## src/pkg/pwr_seq_pkg.sv

```systemverilog
package pwr_seq_pkg;

    // Register offsets of the plain register port
    localparam logic [3:0] CTRL_OFS = 4'h0;
    localparam logic [3:0] DEBOUNCE_OFS = 4'h1;
    localparam logic [3:0] SHORT_OFS = 4'h2;
    localparam logic [3:0] LONG_OFS = 4'h3;
    localparam logic [3:0] GUARD_OFS = 4'h4;
    localparam logic [3:0] STATUS_OFS = 4'h5;
    localparam logic [3:0] CMD_OFS = 4'h6;

    // Control register fields
    localparam int CTRL_WAIT_KEY_BIT = 0;
    localparam int CTRL_TAMPER_OUT_EN_BIT = 1;
    localparam int CTRL_TAMPER_LEVEL_BIT = 2;

    // Command register fields, write-one pulses
    localparam int CMD_SUSPEND_BIT = 0;
    localparam int CMD_POWER_OFF_BIT = 1;
    localparam int CMD_CANCEL_BIT = 2;
    localparam int CMD_WAKE_BIT = 3;
    localparam int CMD_SUSPEND_ACK_BIT = 4;
    localparam int CMD_OFF_ACK_BIT = 5;
    localparam int CMD_TAMPER_ACK_BIT = 6;

    // Status register fields
    localparam int STAT_STATE_LSB = 0;
    localparam int STAT_SUSPEND_IRQ_BIT = 2;
    localparam int STAT_OFF_IRQ_BIT = 3;
    localparam int STAT_GUARD_BIT = 4;
    localparam int STAT_BUTTON_BIT = 5;
    localparam int STAT_VIN_BIT = 6;
    localparam int STAT_TAMPER_BIT = 7;
    localparam int STAT_TAMPER_COUNT_LSB = 8;

    // Reset values, counts in core clock cycles
    localparam logic [31:0] CTRL_RESET = 32'h0000_0000;
    localparam logic [31:0] DEBOUNCE_RESET = 32'h0000_0100;
    localparam logic [31:0] SHORT_RESET = 32'h0000_1000;
    localparam logic [31:0] LONG_RESET = 32'h0001_0000;
    localparam logic [31:0] GUARD_RESET = 32'h0010_0000;

    typedef enum logic [1:0]
    {
        PS_RUN,
        PS_OFF,
        PS_SUSPEND,
        PS_COIN
    } power_state_t;

    typedef struct packed
    {
        logic [3:0] addr;
        logic [31:0] wdata;
        logic wr;
        logic rd;
    } reg_req_t;

    typedef struct packed
    {
        logic pmic_standby;
        logic pmic_off;
        logic mem_self_refresh;
        logic host_reset_n;
        logic power_indicator_out;
    } power_ctrl_t;

endpackage

```

## src/logic/power_state_manager.sv

```systemverilog
`timescale 1ns/10ps

// Function
// - Exactly one of run, off, suspend, coin-cell
// - Start-on-power option enters run immediately
// - Wait-for-key option waits for button press
// - Power-on or system reset enters run
// - Host reset released while running
// - Power indicator high while running
// - Suspend requests standby and memory self-refresh
// - Suspend keeps wake sources, outputs hold
// - Power-off enters off, commands regulators off
// - Off drives indicator low, wake stays
// - Coin-cell records tampers, drives tamper output
// - Coin-cell power-on when input voltage returns
// - Button active low, wakes suspend and off, not coin-cell
// - Programmable debounce before press evaluation
// - Short press raises suspend interrupt
// - Long press raises power-off interrupt
// - Guard timer forces off on expiry
// - Host cancel abandons forced power-off
// - Input loss switches to coin-cell
// - Voltage detect sampled as synchronous digital level
module power_state_manager
#(
    parameter int CNT_W = 32,
    parameter int TAMPER_CNT_W = 8
)
(
    // Clock and reset
    input wire logic core_clk,
    input wire logic rst,
    // Register port
    input wire pwr_seq_pkg::reg_req_t reg_req,
    output logic [31:0] reg_rdata,
    // Field pins
    input wire logic power_button_in,
    input wire logic input_voltage_detect,
    input wire logic system_reset_req,
    input wire logic tamper_in,
    // Power control to PMIC, memory and host
    output pwr_seq_pkg::power_ctrl_t power_ctrl,
    output logic suspend_irq,
    output logic power_off_irq,
    output logic tamper_out,
    output logic [1:0] power_state
);

    // Counters must hold the largest reset count
    if (CNT_W < 21 || CNT_W > 32 || TAMPER_CNT_W < 1 || TAMPER_CNT_W > 24)
    begin : g_param_check
        $error("power_state_manager: unsupported parameter values");
    end

    pwr_seq_pkg::power_state_t state_q;
    logic [31:0] ctrl_q;
    logic [CNT_W-1:0] debounce_len_q;
    logic [CNT_W-1:0] short_len_q;
    logic [CNT_W-1:0] long_len_q;
    logic [CNT_W-1:0] guard_len_q;
    logic [CNT_W-1:0] deb_cnt_q;
    logic [CNT_W-1:0] press_cnt_q;
    logic [CNT_W-1:0] guard_cnt_q;
    logic btn_raw_q;
    logic btn_pressed_q;
    logic vin_q;
    logic short_done_q;
    logic long_done_q;
    logic guard_run_q;
    logic tamper_seen_q;
    logic [TAMPER_CNT_W-1:0] tamper_cnt_q;
    logic tamper_in_q;
    logic started_q;

    logic wr_cmd;
    logic cmd_suspend;
    logic cmd_off;
    logic cmd_cancel;
    logic cmd_wake;
    logic short_hit;
    logic long_hit;
    logic guard_expire;
    logic off_event;
    logic press_event;
    logic tamper_event;
    logic run_d;

    assign wr_cmd = reg_req.wr && reg_req.addr == pwr_seq_pkg::CMD_OFS;
    assign cmd_suspend = wr_cmd && reg_req.wdata[pwr_seq_pkg::CMD_SUSPEND_BIT];
    assign cmd_off = wr_cmd && reg_req.wdata[pwr_seq_pkg::CMD_POWER_OFF_BIT];
    assign cmd_cancel = wr_cmd && reg_req.wdata[pwr_seq_pkg::CMD_CANCEL_BIT];
    assign cmd_wake = wr_cmd && reg_req.wdata[pwr_seq_pkg::CMD_WAKE_BIT];

    // Registers
    always_ff @(posedge core_clk)
    begin
        if (rst)
        begin
            ctrl_q <= pwr_seq_pkg::CTRL_RESET;
            debounce_len_q <= CNT_W'(pwr_seq_pkg::DEBOUNCE_RESET);
            short_len_q <= CNT_W'(pwr_seq_pkg::SHORT_RESET);
            long_len_q <= CNT_W'(pwr_seq_pkg::LONG_RESET);
            guard_len_q <= CNT_W'(pwr_seq_pkg::GUARD_RESET);
        end
        else if (reg_req.wr)
        begin
            case (reg_req.addr)
                pwr_seq_pkg::CTRL_OFS: ctrl_q <= reg_req.wdata;
                pwr_seq_pkg::DEBOUNCE_OFS: debounce_len_q <= reg_req.wdata[CNT_W-1:0];
                pwr_seq_pkg::SHORT_OFS: short_len_q <= reg_req.wdata[CNT_W-1:0];
                // Long press must stay beyond short press
                pwr_seq_pkg::LONG_OFS:
                begin
                    if (reg_req.wdata[CNT_W-1:0] > short_len_q)
                        long_len_q <= reg_req.wdata[CNT_W-1:0];
                end
                pwr_seq_pkg::GUARD_OFS: guard_len_q <= reg_req.wdata[CNT_W-1:0];
                default: ;
            endcase
        end
    end

    // Read data one cycle after the strobe, unmapped reads give zero
    always_ff @(posedge core_clk)
    begin
        if (rst)
            reg_rdata <= 32'h0000_0000;
        else if (reg_req.rd)
        begin
            case (reg_req.addr)
                pwr_seq_pkg::CTRL_OFS: reg_rdata <= ctrl_q;
                pwr_seq_pkg::DEBOUNCE_OFS: reg_rdata <= 32'(debounce_len_q);
                pwr_seq_pkg::SHORT_OFS: reg_rdata <= 32'(short_len_q);
                pwr_seq_pkg::LONG_OFS: reg_rdata <= 32'(long_len_q);
                pwr_seq_pkg::GUARD_OFS: reg_rdata <= 32'(guard_len_q);
                pwr_seq_pkg::STATUS_OFS:
                begin
                    reg_rdata <= 32'h0000_0000;
                    reg_rdata[pwr_seq_pkg::STAT_STATE_LSB +: 2] <= state_q;
                    reg_rdata[pwr_seq_pkg::STAT_SUSPEND_IRQ_BIT] <= suspend_irq;
                    reg_rdata[pwr_seq_pkg::STAT_OFF_IRQ_BIT] <= power_off_irq;
                    reg_rdata[pwr_seq_pkg::STAT_GUARD_BIT] <= guard_run_q;
                    reg_rdata[pwr_seq_pkg::STAT_BUTTON_BIT] <= btn_pressed_q;
                    reg_rdata[pwr_seq_pkg::STAT_VIN_BIT] <= vin_q;
                    reg_rdata[pwr_seq_pkg::STAT_TAMPER_BIT] <= tamper_seen_q;
                    reg_rdata[pwr_seq_pkg::STAT_TAMPER_COUNT_LSB +: TAMPER_CNT_W] <= tamper_cnt_q;
                end
                default: reg_rdata <= 32'h0000_0000;
            endcase
        end
        else
            reg_rdata <= 32'h0000_0000;
    end

    // Detect line is already a clean digital level in this clock's domain
    always_ff @(posedge core_clk)
    begin
        if (rst)
            vin_q <= 1'b1;
        else
            vin_q <= input_voltage_detect;
    end

    // Debounce: the raw level must stay put for the whole length
    always_ff @(posedge core_clk)
    begin
        if (rst)
        begin
            btn_raw_q <= 1'b0;
            btn_pressed_q <= 1'b0;
            deb_cnt_q <= '0;
        end
        else
        begin
            btn_raw_q <= !power_button_in;
            if (btn_raw_q == btn_pressed_q)
                deb_cnt_q <= '0;
            else if (deb_cnt_q >= debounce_len_q)
            begin
                btn_pressed_q <= btn_raw_q;
                deb_cnt_q <= '0;
            end
            else
                deb_cnt_q <= deb_cnt_q + 1'b1;
        end
    end

    assign press_event = btn_pressed_q && press_cnt_q == '0;
    assign short_hit = btn_pressed_q && !short_done_q && press_cnt_q == short_len_q;
    assign long_hit = btn_pressed_q && !long_done_q && press_cnt_q == long_len_q;

    // Press timing, each interval fires once per assertion
    always_ff @(posedge core_clk)
    begin
        if (rst || !btn_pressed_q)
        begin
            press_cnt_q <= '0;
            short_done_q <= 1'b0;
            long_done_q <= 1'b0;
        end
        else
        begin
            if (press_cnt_q != '1)
                press_cnt_q <= press_cnt_q + 1'b1;
            if (short_hit)
                short_done_q <= 1'b1;
            if (long_hit)
                long_done_q <= 1'b1;
        end
    end

    // Host interrupts are levels, acknowledged through the command register
    always_ff @(posedge core_clk)
    begin
        if (rst)
        begin
            suspend_irq <= 1'b0;
            power_off_irq <= 1'b0;
        end
        else
        begin
            if (long_hit)
            begin
                power_off_irq <= 1'b1;
                suspend_irq <= 1'b0;
            end
            else
            begin
                if (short_hit && state_q == pwr_seq_pkg::PS_RUN && !power_off_irq)
                    suspend_irq <= 1'b1;
                else if (wr_cmd && reg_req.wdata[pwr_seq_pkg::CMD_SUSPEND_ACK_BIT])
                    suspend_irq <= 1'b0;
                if (wr_cmd && reg_req.wdata[pwr_seq_pkg::CMD_OFF_ACK_BIT])
                    power_off_irq <= 1'b0;
            end
        end
    end

    assign guard_expire = guard_run_q && guard_cnt_q >= guard_len_q && state_q == pwr_seq_pkg::PS_RUN;

    // Guard timer: a new long press restarts it even over a cancel
    always_ff @(posedge core_clk)
    begin
        if (rst)
        begin
            guard_run_q <= 1'b0;
            guard_cnt_q <= '0;
        end
        else if (long_hit && state_q == pwr_seq_pkg::PS_RUN)
        begin
            guard_run_q <= 1'b1;
            guard_cnt_q <= '0;
        end
        else if (cmd_cancel || state_q != pwr_seq_pkg::PS_RUN)
        begin
            guard_run_q <= 1'b0;
            guard_cnt_q <= '0;
        end
        else if (guard_run_q)
            guard_cnt_q <= guard_cnt_q + 1'b1;
    end

    assign off_event = cmd_off || guard_expire;

    // Power state machine
    always_ff @(posedge core_clk)
    begin
        if (rst)
        begin
            state_q <= pwr_seq_pkg::PS_OFF;
            started_q <= 1'b0;
        end
        else if (!vin_q)
            state_q <= pwr_seq_pkg::PS_COIN;
        else
        begin
            started_q <= 1'b1;
            case (state_q)
                pwr_seq_pkg::PS_RUN:
                begin
                    if (off_event)
                        state_q <= pwr_seq_pkg::PS_OFF;
                    else if (cmd_suspend)
                        state_q <= pwr_seq_pkg::PS_SUSPEND;
                end
                pwr_seq_pkg::PS_SUSPEND:
                begin
                    if (press_event || cmd_wake || system_reset_req)
                        state_q <= pwr_seq_pkg::PS_RUN;
                end
                pwr_seq_pkg::PS_OFF:
                begin
                    if (!started_q && !ctrl_q[pwr_seq_pkg::CTRL_WAIT_KEY_BIT])
                        state_q <= pwr_seq_pkg::PS_RUN;
                    else if (press_event || cmd_wake || system_reset_req)
                        state_q <= pwr_seq_pkg::PS_RUN;
                end
                pwr_seq_pkg::PS_COIN:
                begin
                    // Input back: power-on event, start option applies again
                    state_q <= pwr_seq_pkg::PS_OFF;
                    started_q <= 1'b0;
                end
                default: state_q <= pwr_seq_pkg::PS_OFF;
            endcase
        end
    end

    assign run_d = state_q == pwr_seq_pkg::PS_RUN;

    // Outputs decoded from the single state register
    always_ff @(posedge core_clk)
    begin
        if (rst)
        begin
            power_ctrl <= '0;
            power_ctrl.pmic_off <= 1'b1;
            power_state <= 2'(pwr_seq_pkg::PS_OFF);
        end
        else
        begin
            power_state <= state_q;
            power_ctrl.host_reset_n <= run_d;
            power_ctrl.power_indicator_out <= run_d;
            power_ctrl.pmic_standby <= state_q == pwr_seq_pkg::PS_SUSPEND;
            power_ctrl.mem_self_refresh <= state_q == pwr_seq_pkg::PS_SUSPEND;
            power_ctrl.pmic_off <= state_q == pwr_seq_pkg::PS_OFF
                || state_q == pwr_seq_pkg::PS_COIN;
        end
    end

    assign tamper_event = (tamper_in == ctrl_q[pwr_seq_pkg::CTRL_TAMPER_LEVEL_BIT]) && !tamper_in_q;

    // Tamper watch runs in every state; set beats acknowledge
    always_ff @(posedge core_clk)
    begin
        if (rst)
        begin
            tamper_in_q <= 1'b0;
            tamper_seen_q <= 1'b0;
            tamper_cnt_q <= '0;
            tamper_out <= 1'b0;
        end
        else
        begin
            tamper_in_q <= tamper_in == ctrl_q[pwr_seq_pkg::CTRL_TAMPER_LEVEL_BIT];
            if (tamper_event)
            begin
                tamper_seen_q <= 1'b1;
                if (tamper_cnt_q != '1)
                    tamper_cnt_q <= tamper_cnt_q + 1'b1;
            end
            else if (wr_cmd && reg_req.wdata[pwr_seq_pkg::CMD_TAMPER_ACK_BIT])
                tamper_seen_q <= 1'b0;
            tamper_out <= ctrl_q[pwr_seq_pkg::CTRL_TAMPER_OUT_EN_BIT]
                && (tamper_seen_q || tamper_event);
        end
    end

    // Checks
    a_indicator_run: assert property (@(posedge core_clk) disable iff (rst)
        power_ctrl.power_indicator_out == (power_state == 2'(pwr_seq_pkg::PS_RUN)))
        else $error("indicator does not follow run state");
    a_reset_release: assert property (@(posedge core_clk) disable iff (rst)
        power_ctrl.host_reset_n == (power_state == 2'(pwr_seq_pkg::PS_RUN)))
        else $error("host reset not released in run");
    a_suspend_standby: assert property (@(posedge core_clk) disable iff (rst)
        state_q == pwr_seq_pkg::PS_SUSPEND |=> power_ctrl.pmic_standby && power_ctrl.mem_self_refresh)
        else $error("suspend without standby");
    a_vin_loss: assert property (@(posedge core_clk) disable iff (rst)
        !vin_q |=> state_q == pwr_seq_pkg::PS_COIN)
        else $error("input loss not followed by coin cell");
    a_guard_force: assert property (@(posedge core_clk) disable iff (rst)
        guard_expire && vin_q |=> state_q == pwr_seq_pkg::PS_OFF)
        else $error("guard expiry did not force off");
    a_cancel_stops: assert property (@(posedge core_clk) disable iff (rst)
        cmd_cancel && !long_hit |=> !guard_run_q)
        else $error("cancel did not stop guard");
    a_long_once: assert property (@(posedge core_clk) disable iff (rst)
        long_hit |=> !long_hit [*8])
        else $error("second power-off interrupt in one press");
    a_long_wins: assert property (@(posedge core_clk) disable iff (rst)
        long_hit |=> power_off_irq && !suspend_irq)
        else $error("power-off not taking precedence");
    a_off_guard_clear: assert property (@(posedge core_clk) disable iff (rst)
        state_q == pwr_seq_pkg::PS_OFF |=> !guard_run_q)
        else $error("guard running in off");
    a_short_irq: assert property (@(posedge core_clk) disable iff (rst)
        short_hit && run_d && !power_off_irq && !long_hit |=> suspend_irq)
        else $error("short press gave no suspend interrupt");

    c_short_press: cover property (@(posedge core_clk) disable iff (rst) short_hit);
    c_forced_off: cover property (@(posedge core_clk) disable iff (rst) guard_expire);
    c_coin_return: cover property (@(posedge core_clk) disable iff (rst)
        state_q == pwr_seq_pkg::PS_COIN ##1 state_q == pwr_seq_pkg::PS_OFF);
    c_suspend_wake: cover property (@(posedge core_clk) disable iff (rst)
        state_q == pwr_seq_pkg::PS_SUSPEND ##1 state_q == pwr_seq_pkg::PS_RUN);

endmodule

```

## config.mk

```make
export PLATFORM = sky130hd
export DESIGN_NAME = power_state_manager
export DESIGN_NICKNAME = d
export VERILOG_FILES = /design/src/pkg/pwr_seq_pkg.sv /design/src/logic/power_state_manager.sv
export SDC_FILE = /design/constraint.sdc
export NUM_CORES = 1
export LEC_CHECK = 0
export BUFFER_PORTS_ARGS = -buffer_cell sky130_fd_sc_hd__clkbuf_2
export CAP_MARGIN = 40
export CORE_UTILIZATION = 66
export DETAILED_ROUTE_END_ITERATION = 10
export PLACE_DENSITY = 0.93
export SETUP_SLACK_MARGIN = 0.3
export SKIP_CTS_REPAIR_TIMING = 1
export SLEW_MARGIN = 25
export SYNTH_ARGS = -nofsm -noshare
export SYNTH_HDL_FRONTEND = slang
export SYNTH_SLANG_ARGS = --single-unit
export TNS_END_PERCENT = 50
```

## constraint.sdc

```tcl
create_clock -name core_clk -period 8.23 [get_ports core_clk]
set_input_delay 1.646 -clock core_clk [delete_from_list [all_inputs] [get_ports core_clk]]
set_output_delay 1.646 -clock core_clk [all_outputs]
set_load 0.005 [all_outputs]
```

==> results of run 1 <==
==> sequential cells by signal (all words and copies together) (netlist names), 2 cells and up <==
signal,flops
ctrl_q,32
deb_cnt_q,32
debounce_len_q,32
guard_cnt_q,32
guard_len_q,32
long_len_q,32
press_cnt_q,32
reg_rdata,32
short_len_q,32
tamper_cnt_q,8
power_ctrl,3
power_state,2
state_q,2
==> power breakdown <==
group	internal, W	switching, W
clock	0.000996	0.000635
combinational	0.0000589	0.000115
sequential	0.00154	0.0000170
==> kinds of logic after synthesis <==
| family | Yosys count | share of synthesized area [%] |
|---|---|---|
| muxes | 67 | 4.16 |
| adders and majority gates | 101 | 7.83 |
| AOI/OAI and AO/OA | 313 | 11.1 |
| buffers and inverters | 244 | 5.94 |
| and+or+nand+nor | 822 | 23.5 |
| xor gates and xnor gates | 154 | 8.36 |
| DFF | 315 | 39.1 |
==> cells in the final DEF (no fill, tap or decap), types with 3 or more instances in the layout <==
cell type    n
nand4_1     49
xor2_1      75
clkbuf_2    84
a221oi_1    34
a21oi_1    208
o21ai_0     37
nor4_1      24
nand2_1    370
and4_1      10
buf_4       17
clkbuf_16   37
xnor2_1     79
bufinv_16    4
mux2i_1     67
inv_1      118
o21a_1       5
dfxtp_1    315
a2111oi_0    3
nor3_1      27
clkbuf_8     6
nor3_2       4
nor2b_1      7
a211oi_1     3
nand3_1     45
and3_1      19
or2_2        5
clkbuf_1     5
nand3b_1     4
or3_1       14
o211ai_1     3
clkinv_2     6
nand2b_1    69
a21o_1       4
o21ai_1      3
ha_1       101
and2_1       3
nor2_1     159
==> per-stage QoR <==
stage / instances / hold WS (ps) / power [W] / util (%)
after floorplan: 2016 / 424 / 0.00169 / -
after global placement: 2311 / 434 / 0.00175 / 69.9
after detailed placement: 2315 / 443 / 0.00175 / 70.2
after CTS: 2375 / 452 / 0.00336 / 75.2
after global routing: 2375 / 472 / 0.00344 / 75.2
final: 2375 / 455 / 0.00336 / 75.2
==> metal layers <==
metal  wire length [µm]  vias to the layer above  global-route usage (%)
li1                   -                     6800                       -
met1              18600                     6905                    50.4
met2              21600                      967                    61.6
met3               5860                      193                    8.63
met4               2440                        2                    20.4
met5                 13                        -                       0
==> final cells by class <==
type                       instances  area share [%]
tap                              319            2.23
multi-input combinational       1457            49.8
timing repair buffer             105            3.44
clock buffer                      48            5.75
clock inverter                    12           0.925
inverter                         119            2.52
sequential                       315            35.3
==> worst reg2reg max path, stage by stage, from the launching register on <==
cell and delay, ps:
dfxtp_1 460, inv_1 100, ha_1 310, nand4_1 200, nor4_1 610, nor2_1 100
or4_2 930, buf_12 280, mux2i_1 210
==> worst paths after layout <==
kind | startpoint | to | slack, ps | cells after the start
worst max-delay path | reg_req[29] | long_len_q[15] | 4220 | 8
worst min-delay path | ctrl_q[26] | ctrl_q[26] | 450 | 2
worst max register to register | short_len_q[26] | long_len_q[15] | 4960 | 8
worst min register to register | ctrl_q[26] | ctrl_q[26] | 450 | 2
==> run_results.csv, run 1 <==
group,metric,value,unit
status,outcome,"completed",
setup_path,endpoint_kind,"flip-flop",
routing,drt-vias-per-instance,6.26,
power,power.density,188,mW/mm²
floorplan,dieArea,0.0251,mm²
routing,drc,0,
synth,ys.flop_type,"dfxtp_1",
synth,yosysWarnings,0,
setup_path,crit_type,"input pin to flip-flop",
setup_path,cp_cell_sequence,"clkbuf_2 -> ha_1 -> nand4_1 -> nor4_1 -> nor2_1 -> or4_2 -> buf_12 -> mux2i_1",
routing,dr.first_iter.drc_count,1993,
final_layout,seqCellArea,0.00631,mm²
clock_tree,clkSlewWorstSetupHoldPaths,60,ps
grt,antenna_found_initial,1,
final_layout,stdcell_area,0.0179,mm²
synth,syn_nets,2161,
synth,syn-cell-area,0.0161,mm²
floorplan,io-pin-count,86,
floorplan,fp-row-count,56,
setup_path,crit_buf_inv,2,
routing,vias,14900,
sta,min_period_over_period,48.8,%
sta,relSlewSlack,47.2,%
clock_tree,cts_root_buf,"clkbuf_16",
setup_path,cp_slowest_stage_delay,930,ps
sta,period_needed,4010,ps
synth,synth_top_area_share,39.1,%
sta,fmax,249,MHz
synth,netlist_instances,2016,
final_layout,antenna_cells,0,
min_path,hold_class,"flip-flop to flip-flop",
flow_run,maxCapViolCount,0,
clock_tree,cts_buffer_depth,3,
routing,wl_per_cell,20.4,µm
placed_design,numPortBuffers,85,
sta,tightest_slew,792,ps
synth,ys_types,54,
sta,setup_viol,0,
floorplan,core,0.0238,mm²
sta,fin_setup_tns,0,ps
synth,ys_top_cells_by_count,"370 x nand2_1, 315 x dfxtp_1, 208 x a21oi_1",
sta,hold_violations,0,
grt,grt_max_degree,89,
sta,fin_ws,4220,ps
synth,synth-edff-count,0,
routing,antenna_left,0,
placed_design,place.gp.congestion,0.966,
grt,grtUsageTotal,39.2,%
final_layout,layout-drive-gt1-share,8.71,%
sta,fin_skew,17.2,ps
synth,synth_seq_area_share,39.1,%
synth,synth_seq_cells,315,
setup_path,cp_slowest_cell,"or4_2",
setup_path,start_kind,"input pin",
setup_path,crit_family,"simple AND/OR/NAND/NOR gates",
synth,postSynthAreaPerCell,8.00,µm²
setup_path,cp.arrival,4440,ps
routing,firstDrtPassIters,5,
placed_design,place_area,0.0167,mm²
clock_tree,cts_sinks,315,
grt,grt_pass1_wl,75.8,mm
clock_tree,cts_tree,"built",
setup_path,cp.required,8660,ps
grt,grt_overflow,0,
routing,wirelength,48.5,mm
final_layout,nNetsFinal,2177,
sta,slew_violations,0,
floorplan,die_h,158,µm
clock_tree,htreeDepth,2,
synth,synth_top_area_cell,"dfxtp_1",
clock_tree,cts_made_buffers,34,
floorplan,start_util,67.9,%
sta,rsz0062_at_grt,"false",
synth,ys_async_sr_fraction,0,%
placed_design,dp_hpwl,34.8,mm
final_layout,area_delta_synth_final,10.7,%
synth,synth.most_common_cell,"nand2_1",
grt,grt_pass1_vias,14200,
power,p_leak,6.73,nW
floorplan,die_w,158,µm
clock_tree,insertion_delay,520,ps
power,vdd_ir_drop_max,0.210,mV
final_layout,nFillCells,1626,
placed_design,post-place-ws,3800,ps
setup_path,crit_path_max_fanout,21,
final_layout,multi_input_area,0.00890,mm²
synth,synth.top_cells.by_area,"dfxtp_1 39%, nand2_1 8.6%, ha_1 7.8%, a21oi_1 6.5%, xnor2_1 4.3%",
Note: power is estimated with default switching activity, not from simulation.
==> run 2, diff against run 1 <==
--- a/config.mk
+++ b/config.mk
@@ -5,11 +5,12 @@
 export SDC_FILE = /design/constraint.sdc
 export NUM_CORES = 1
 export LEC_CHECK = 0
+export ABC_AREA = 1
 export BUFFER_PORTS_ARGS = -buffer_cell sky130_fd_sc_hd__clkbuf_2
 export CAP_MARGIN = 40
-export CORE_UTILIZATION = 66
+export CORE_UTILIZATION = 56
 export DETAILED_ROUTE_END_ITERATION = 10
-export PLACE_DENSITY = 0.93
+export PLACE_DENSITY = 0.85
 export SETUP_SLACK_MARGIN = 0.3
 export SKIP_CTS_REPAIR_TIMING = 1
 export SLEW_MARGIN = 25
==> constraint.sdc (replaced) <==
create_clock -name core_clk -period 3.57 [get_ports core_clk]
set_input_delay 0.714 -clock core_clk [delete_from_list [all_inputs] [get_ports core_clk]]
set_output_delay 0.714 -clock core_clk [all_outputs]
set_load 0.005 [all_outputs]
==> run 2 against run 1 <==
  * Sequential cell count did not move
  * Clock skew fell by 0.85 ps
  * Area after synthesis rose by 2.4%
  * Count of clock-buffer cells in the layout fell by 5
  * Highest routed layer is now met4
==> run_results.csv, run 2 <==
group,metric,value,unit
status,outcome,"completed",
synth,synth_xor_area_share,5.30,%
final_layout,stdcell_area,0.0185,mm²
min_path,hold_class,"input pin to flip-flop",
power,combPwrFrac,6.1,%
final_layout,nFillCells,2492,
synth,ys_top_cells_by_count,"318 x inv_1, 315 x dfxtp_1, 307 x nand2_1",
setup_path,crit_buf_inv,1,
synth,ys.flop_type,"dfxtp_1",
sta,rsz0062_at_grt,"false",
floorplan,start_util,57.2,%
setup_path,timing.rr.start,"short_len_q[31]",
power,vdd_ir_drop_max,0.439,mV
setup_path,start_kind,"flip-flop",
synth,synth-edff-count,0,
clock_tree,cts_made_buffers,35,
sta,hold_violations,0,
power,p_leak,7.36,nW
synth,synthMuxAreaShare,0,%
routing,firstDrtPassIters,8,
sta,min_period_over_period,80.6,%
synth,synth_seq_cells,315,
flow_run,maxCapViolCount,0,
synth,synth.most_common_cell,"inv_1",
sta,period_needed,2880,ps
synth,yosysWarnings,0,
synth,syn_nets,2389,
clock_tree,clkSlewWorstSetupHoldPaths,60,ps
synth,syn-cell-area,0.0165,mm²
grt,grt_overflow,0,
synth,ys_async_sr_fraction,0,%
grt,grtUsageTotal,33.4,%
routing,wirelength,51.0,mm
sta,fin_ws,691,ps
setup_path,cp_slowest_cell,"nand2_2",
placed_design,numPortBuffers,85,
final_layout,post-route-util,64.1,%
grt,grt_pass1_vias,15200,
routing,drc,0,
clock_tree,cts_root_buf,"clkbuf_16",
sta,timing.hold.ws,355,ps
synth,synth_top_family_by_area,"simple AND/OR/NAND/NOR gates",
routing,vias,16000,
setup_path,cp_cell_sequence,"inv_1 -> ha_1 -> nand2_1 -> nor2_1 -> nand4_1 -> nor4_1 -> nand2_1 -> nand2_1 -> nand2_2 -> nand2_1 -> a21oi_1",
sta,relSlewSlack,39.2,%
grt,grt_max_degree,131,
floorplan,io-pin-count,86,
routing,drt-vias-per-instance,5.91,
min_path,hp-start,"power_button_in",
routing,dr.first_iter.drc_count,1861,
clock_tree,cts_buffer_depth,3,
final_layout,final_cell_mix,"317 x inv_1, 315 x dfxtp_1, 307 x nand2_1",
final_layout,area_delta_synth_final,11.9,%
floorplan,core,0.0289,mm²
synth,netlist_instances,2244,
routing,antenna_left,0,
power,p_seq_share,44.8,%
synth,synth_seq_area_share,38.2,%
setup_path,cpMostUsedCell,"nand2_1",
final_layout,layout_commonest_cell,"inv_1",
synth,synth-compound-area-share,17.6,%
setup_path,crit_family,"simple AND/OR/NAND/NOR gates",
clock_tree,insertion_delay,520,ps
setup_path,crit_path_max_fanout,32,
final_layout,layout-drive-gt1-share,9.71,%
power,p_int,0.00615,W
floorplan,dieArea,0.0302,mm²
routing,wl_per_cell,18.9,µm
power,switching_share,23.4,%
setup_path,cp.required,3930,ps
grt,grt_pass1_wl,80.5,mm
setup_path,cp_slowest_stage_delay,460,ps
sta,fin_skew,16.4,ps
final_layout,seqCellArea,0.00631,mm²
synth,synth_top_area_share,38.2,%
final_layout,multi_input_area,0.00857,mm²
grt,antenna_found_initial,0,
sta,slew_violations,0,
power,power.density,434,mW/mm²
setup_path,endpoint_kind,"flip-flop",
floorplan,die_h,174,µm
setup_path,crit_type,"flip-flop to flip-flop",
sta,fmax,347,MHz
placed_design,place_area,0.0172,mm²
final_layout,nNetsFinal,2439,
placed_design,dp_hpwl,37.5,mm
synth,synth.top_cells.by_area,"dfxtp_1 38%, ha_1 7.6%, inv_1 7.2%, a21oi_1 7.1%, nand2_1 7.0%",
power,p_clk_share,49.0,%
sta,fin_setup_tns,0,ps
placed_design,post-place-ws,500,ps
setup_path,cp.arrival,3240,ps
floorplan,fp-row-count,62,
sta,tightest_slew,903,ps
clock_tree,cts_tree,"built",
synth,postSynthAreaPerCell,7.36,µm²
synth,synthAdderAreaFrac,7.65,%
synth,ys_types,51,
placed_design,place.gp.congestion,0.986,
clock_tree,cts_sinks,315,
clock_tree,htreeDepth,2,
final_layout,antenna_cells,0,
synth,synth-simple-area-share,21.3,%
sta,setup_viol,0,
synth,synth_top_area_cell,"dfxtp_1",
setup_path,crit_start,"short_len_q[31]",
power,p_sw,0.00188,W
floorplan,die_w,174,µm
==> run 2: area by class of cell <==
cell class | count | share of cell area (%)
inverters | 328 | 6.67
repair buffers | 106 | 3.42
well taps | 384 | 2.60
flip-flops and latches | 315 | 34.1
clock buffers | 43 | 5.45
multi-input cells | 1508 | 46.4
clock inverters | 18 | 1.38
==> run 2: metrics by stage <==
stage                     cells  power, W
after floorplan            2244   0.00396
after global placement     2640   0.00414
after detailed placement   2640   0.00415
after CTS                  2701   0.00803
after global routing       2702   0.00825
final                      2702   0.00803
==> run 2: kinds of logic (layout without fill, tap and decap cells) <==
family          Yosys count  in the layout
simple gates            772            772
compound gates          535            535
fa+ha+maj               101            101
flops                   315            315
buf+inv                 421            495
xor+xnor                100            100
==> run 2: per-layer routing <==
layer	global-route usage, %	vias up	wire (µm)
met1	43.6	7392	20800
met2	53.3	856	22900
li1	-	7555	-
met5	0	-	0
met3	4.63	173	4380
met4	18.5	0	2870
==> run 2: worst reg2reg max path, stage by stage (launching register included) <==
cell and delay (ps):
dfxtp_1 380, inv_1 150, ha_1 330, nand2_1 90, nor2_1 110, nand4_1 160
nor4_1 440, nand2_1 120, nand2_1 210, nand2_2 460, nand2_1 200, a21oi_1 80
==> run 2: path summary, 6_finish.rpt <==
| check | slack (ps) | endpoint | cells after the start |
|---|---|---|---|
| max | 690 | long_len_q[15] | 11 |
| min reg2reg | 450 | deb_cnt_q[0] | 1 |
| max reg2reg | 690 | long_len_q[15] | 11 |
| min | 360 | btn_raw_q | 2 |
==> run 2: power by group through the flow <==
stage | clock (W) | combinational [W] | sequential, W
finish | 0.00394 | 0.000493 | 0.00360
global route | 0.00411 | 0.000537 | 0.00360
detailed placement | 0 | 0.000475 | 0.00368
global placement | 0 | 0.000461 | 0.00367
CTS | 0.00395 | 0.000480 | 0.00360
floorplan | 0 | 0.000299 | 0.00366
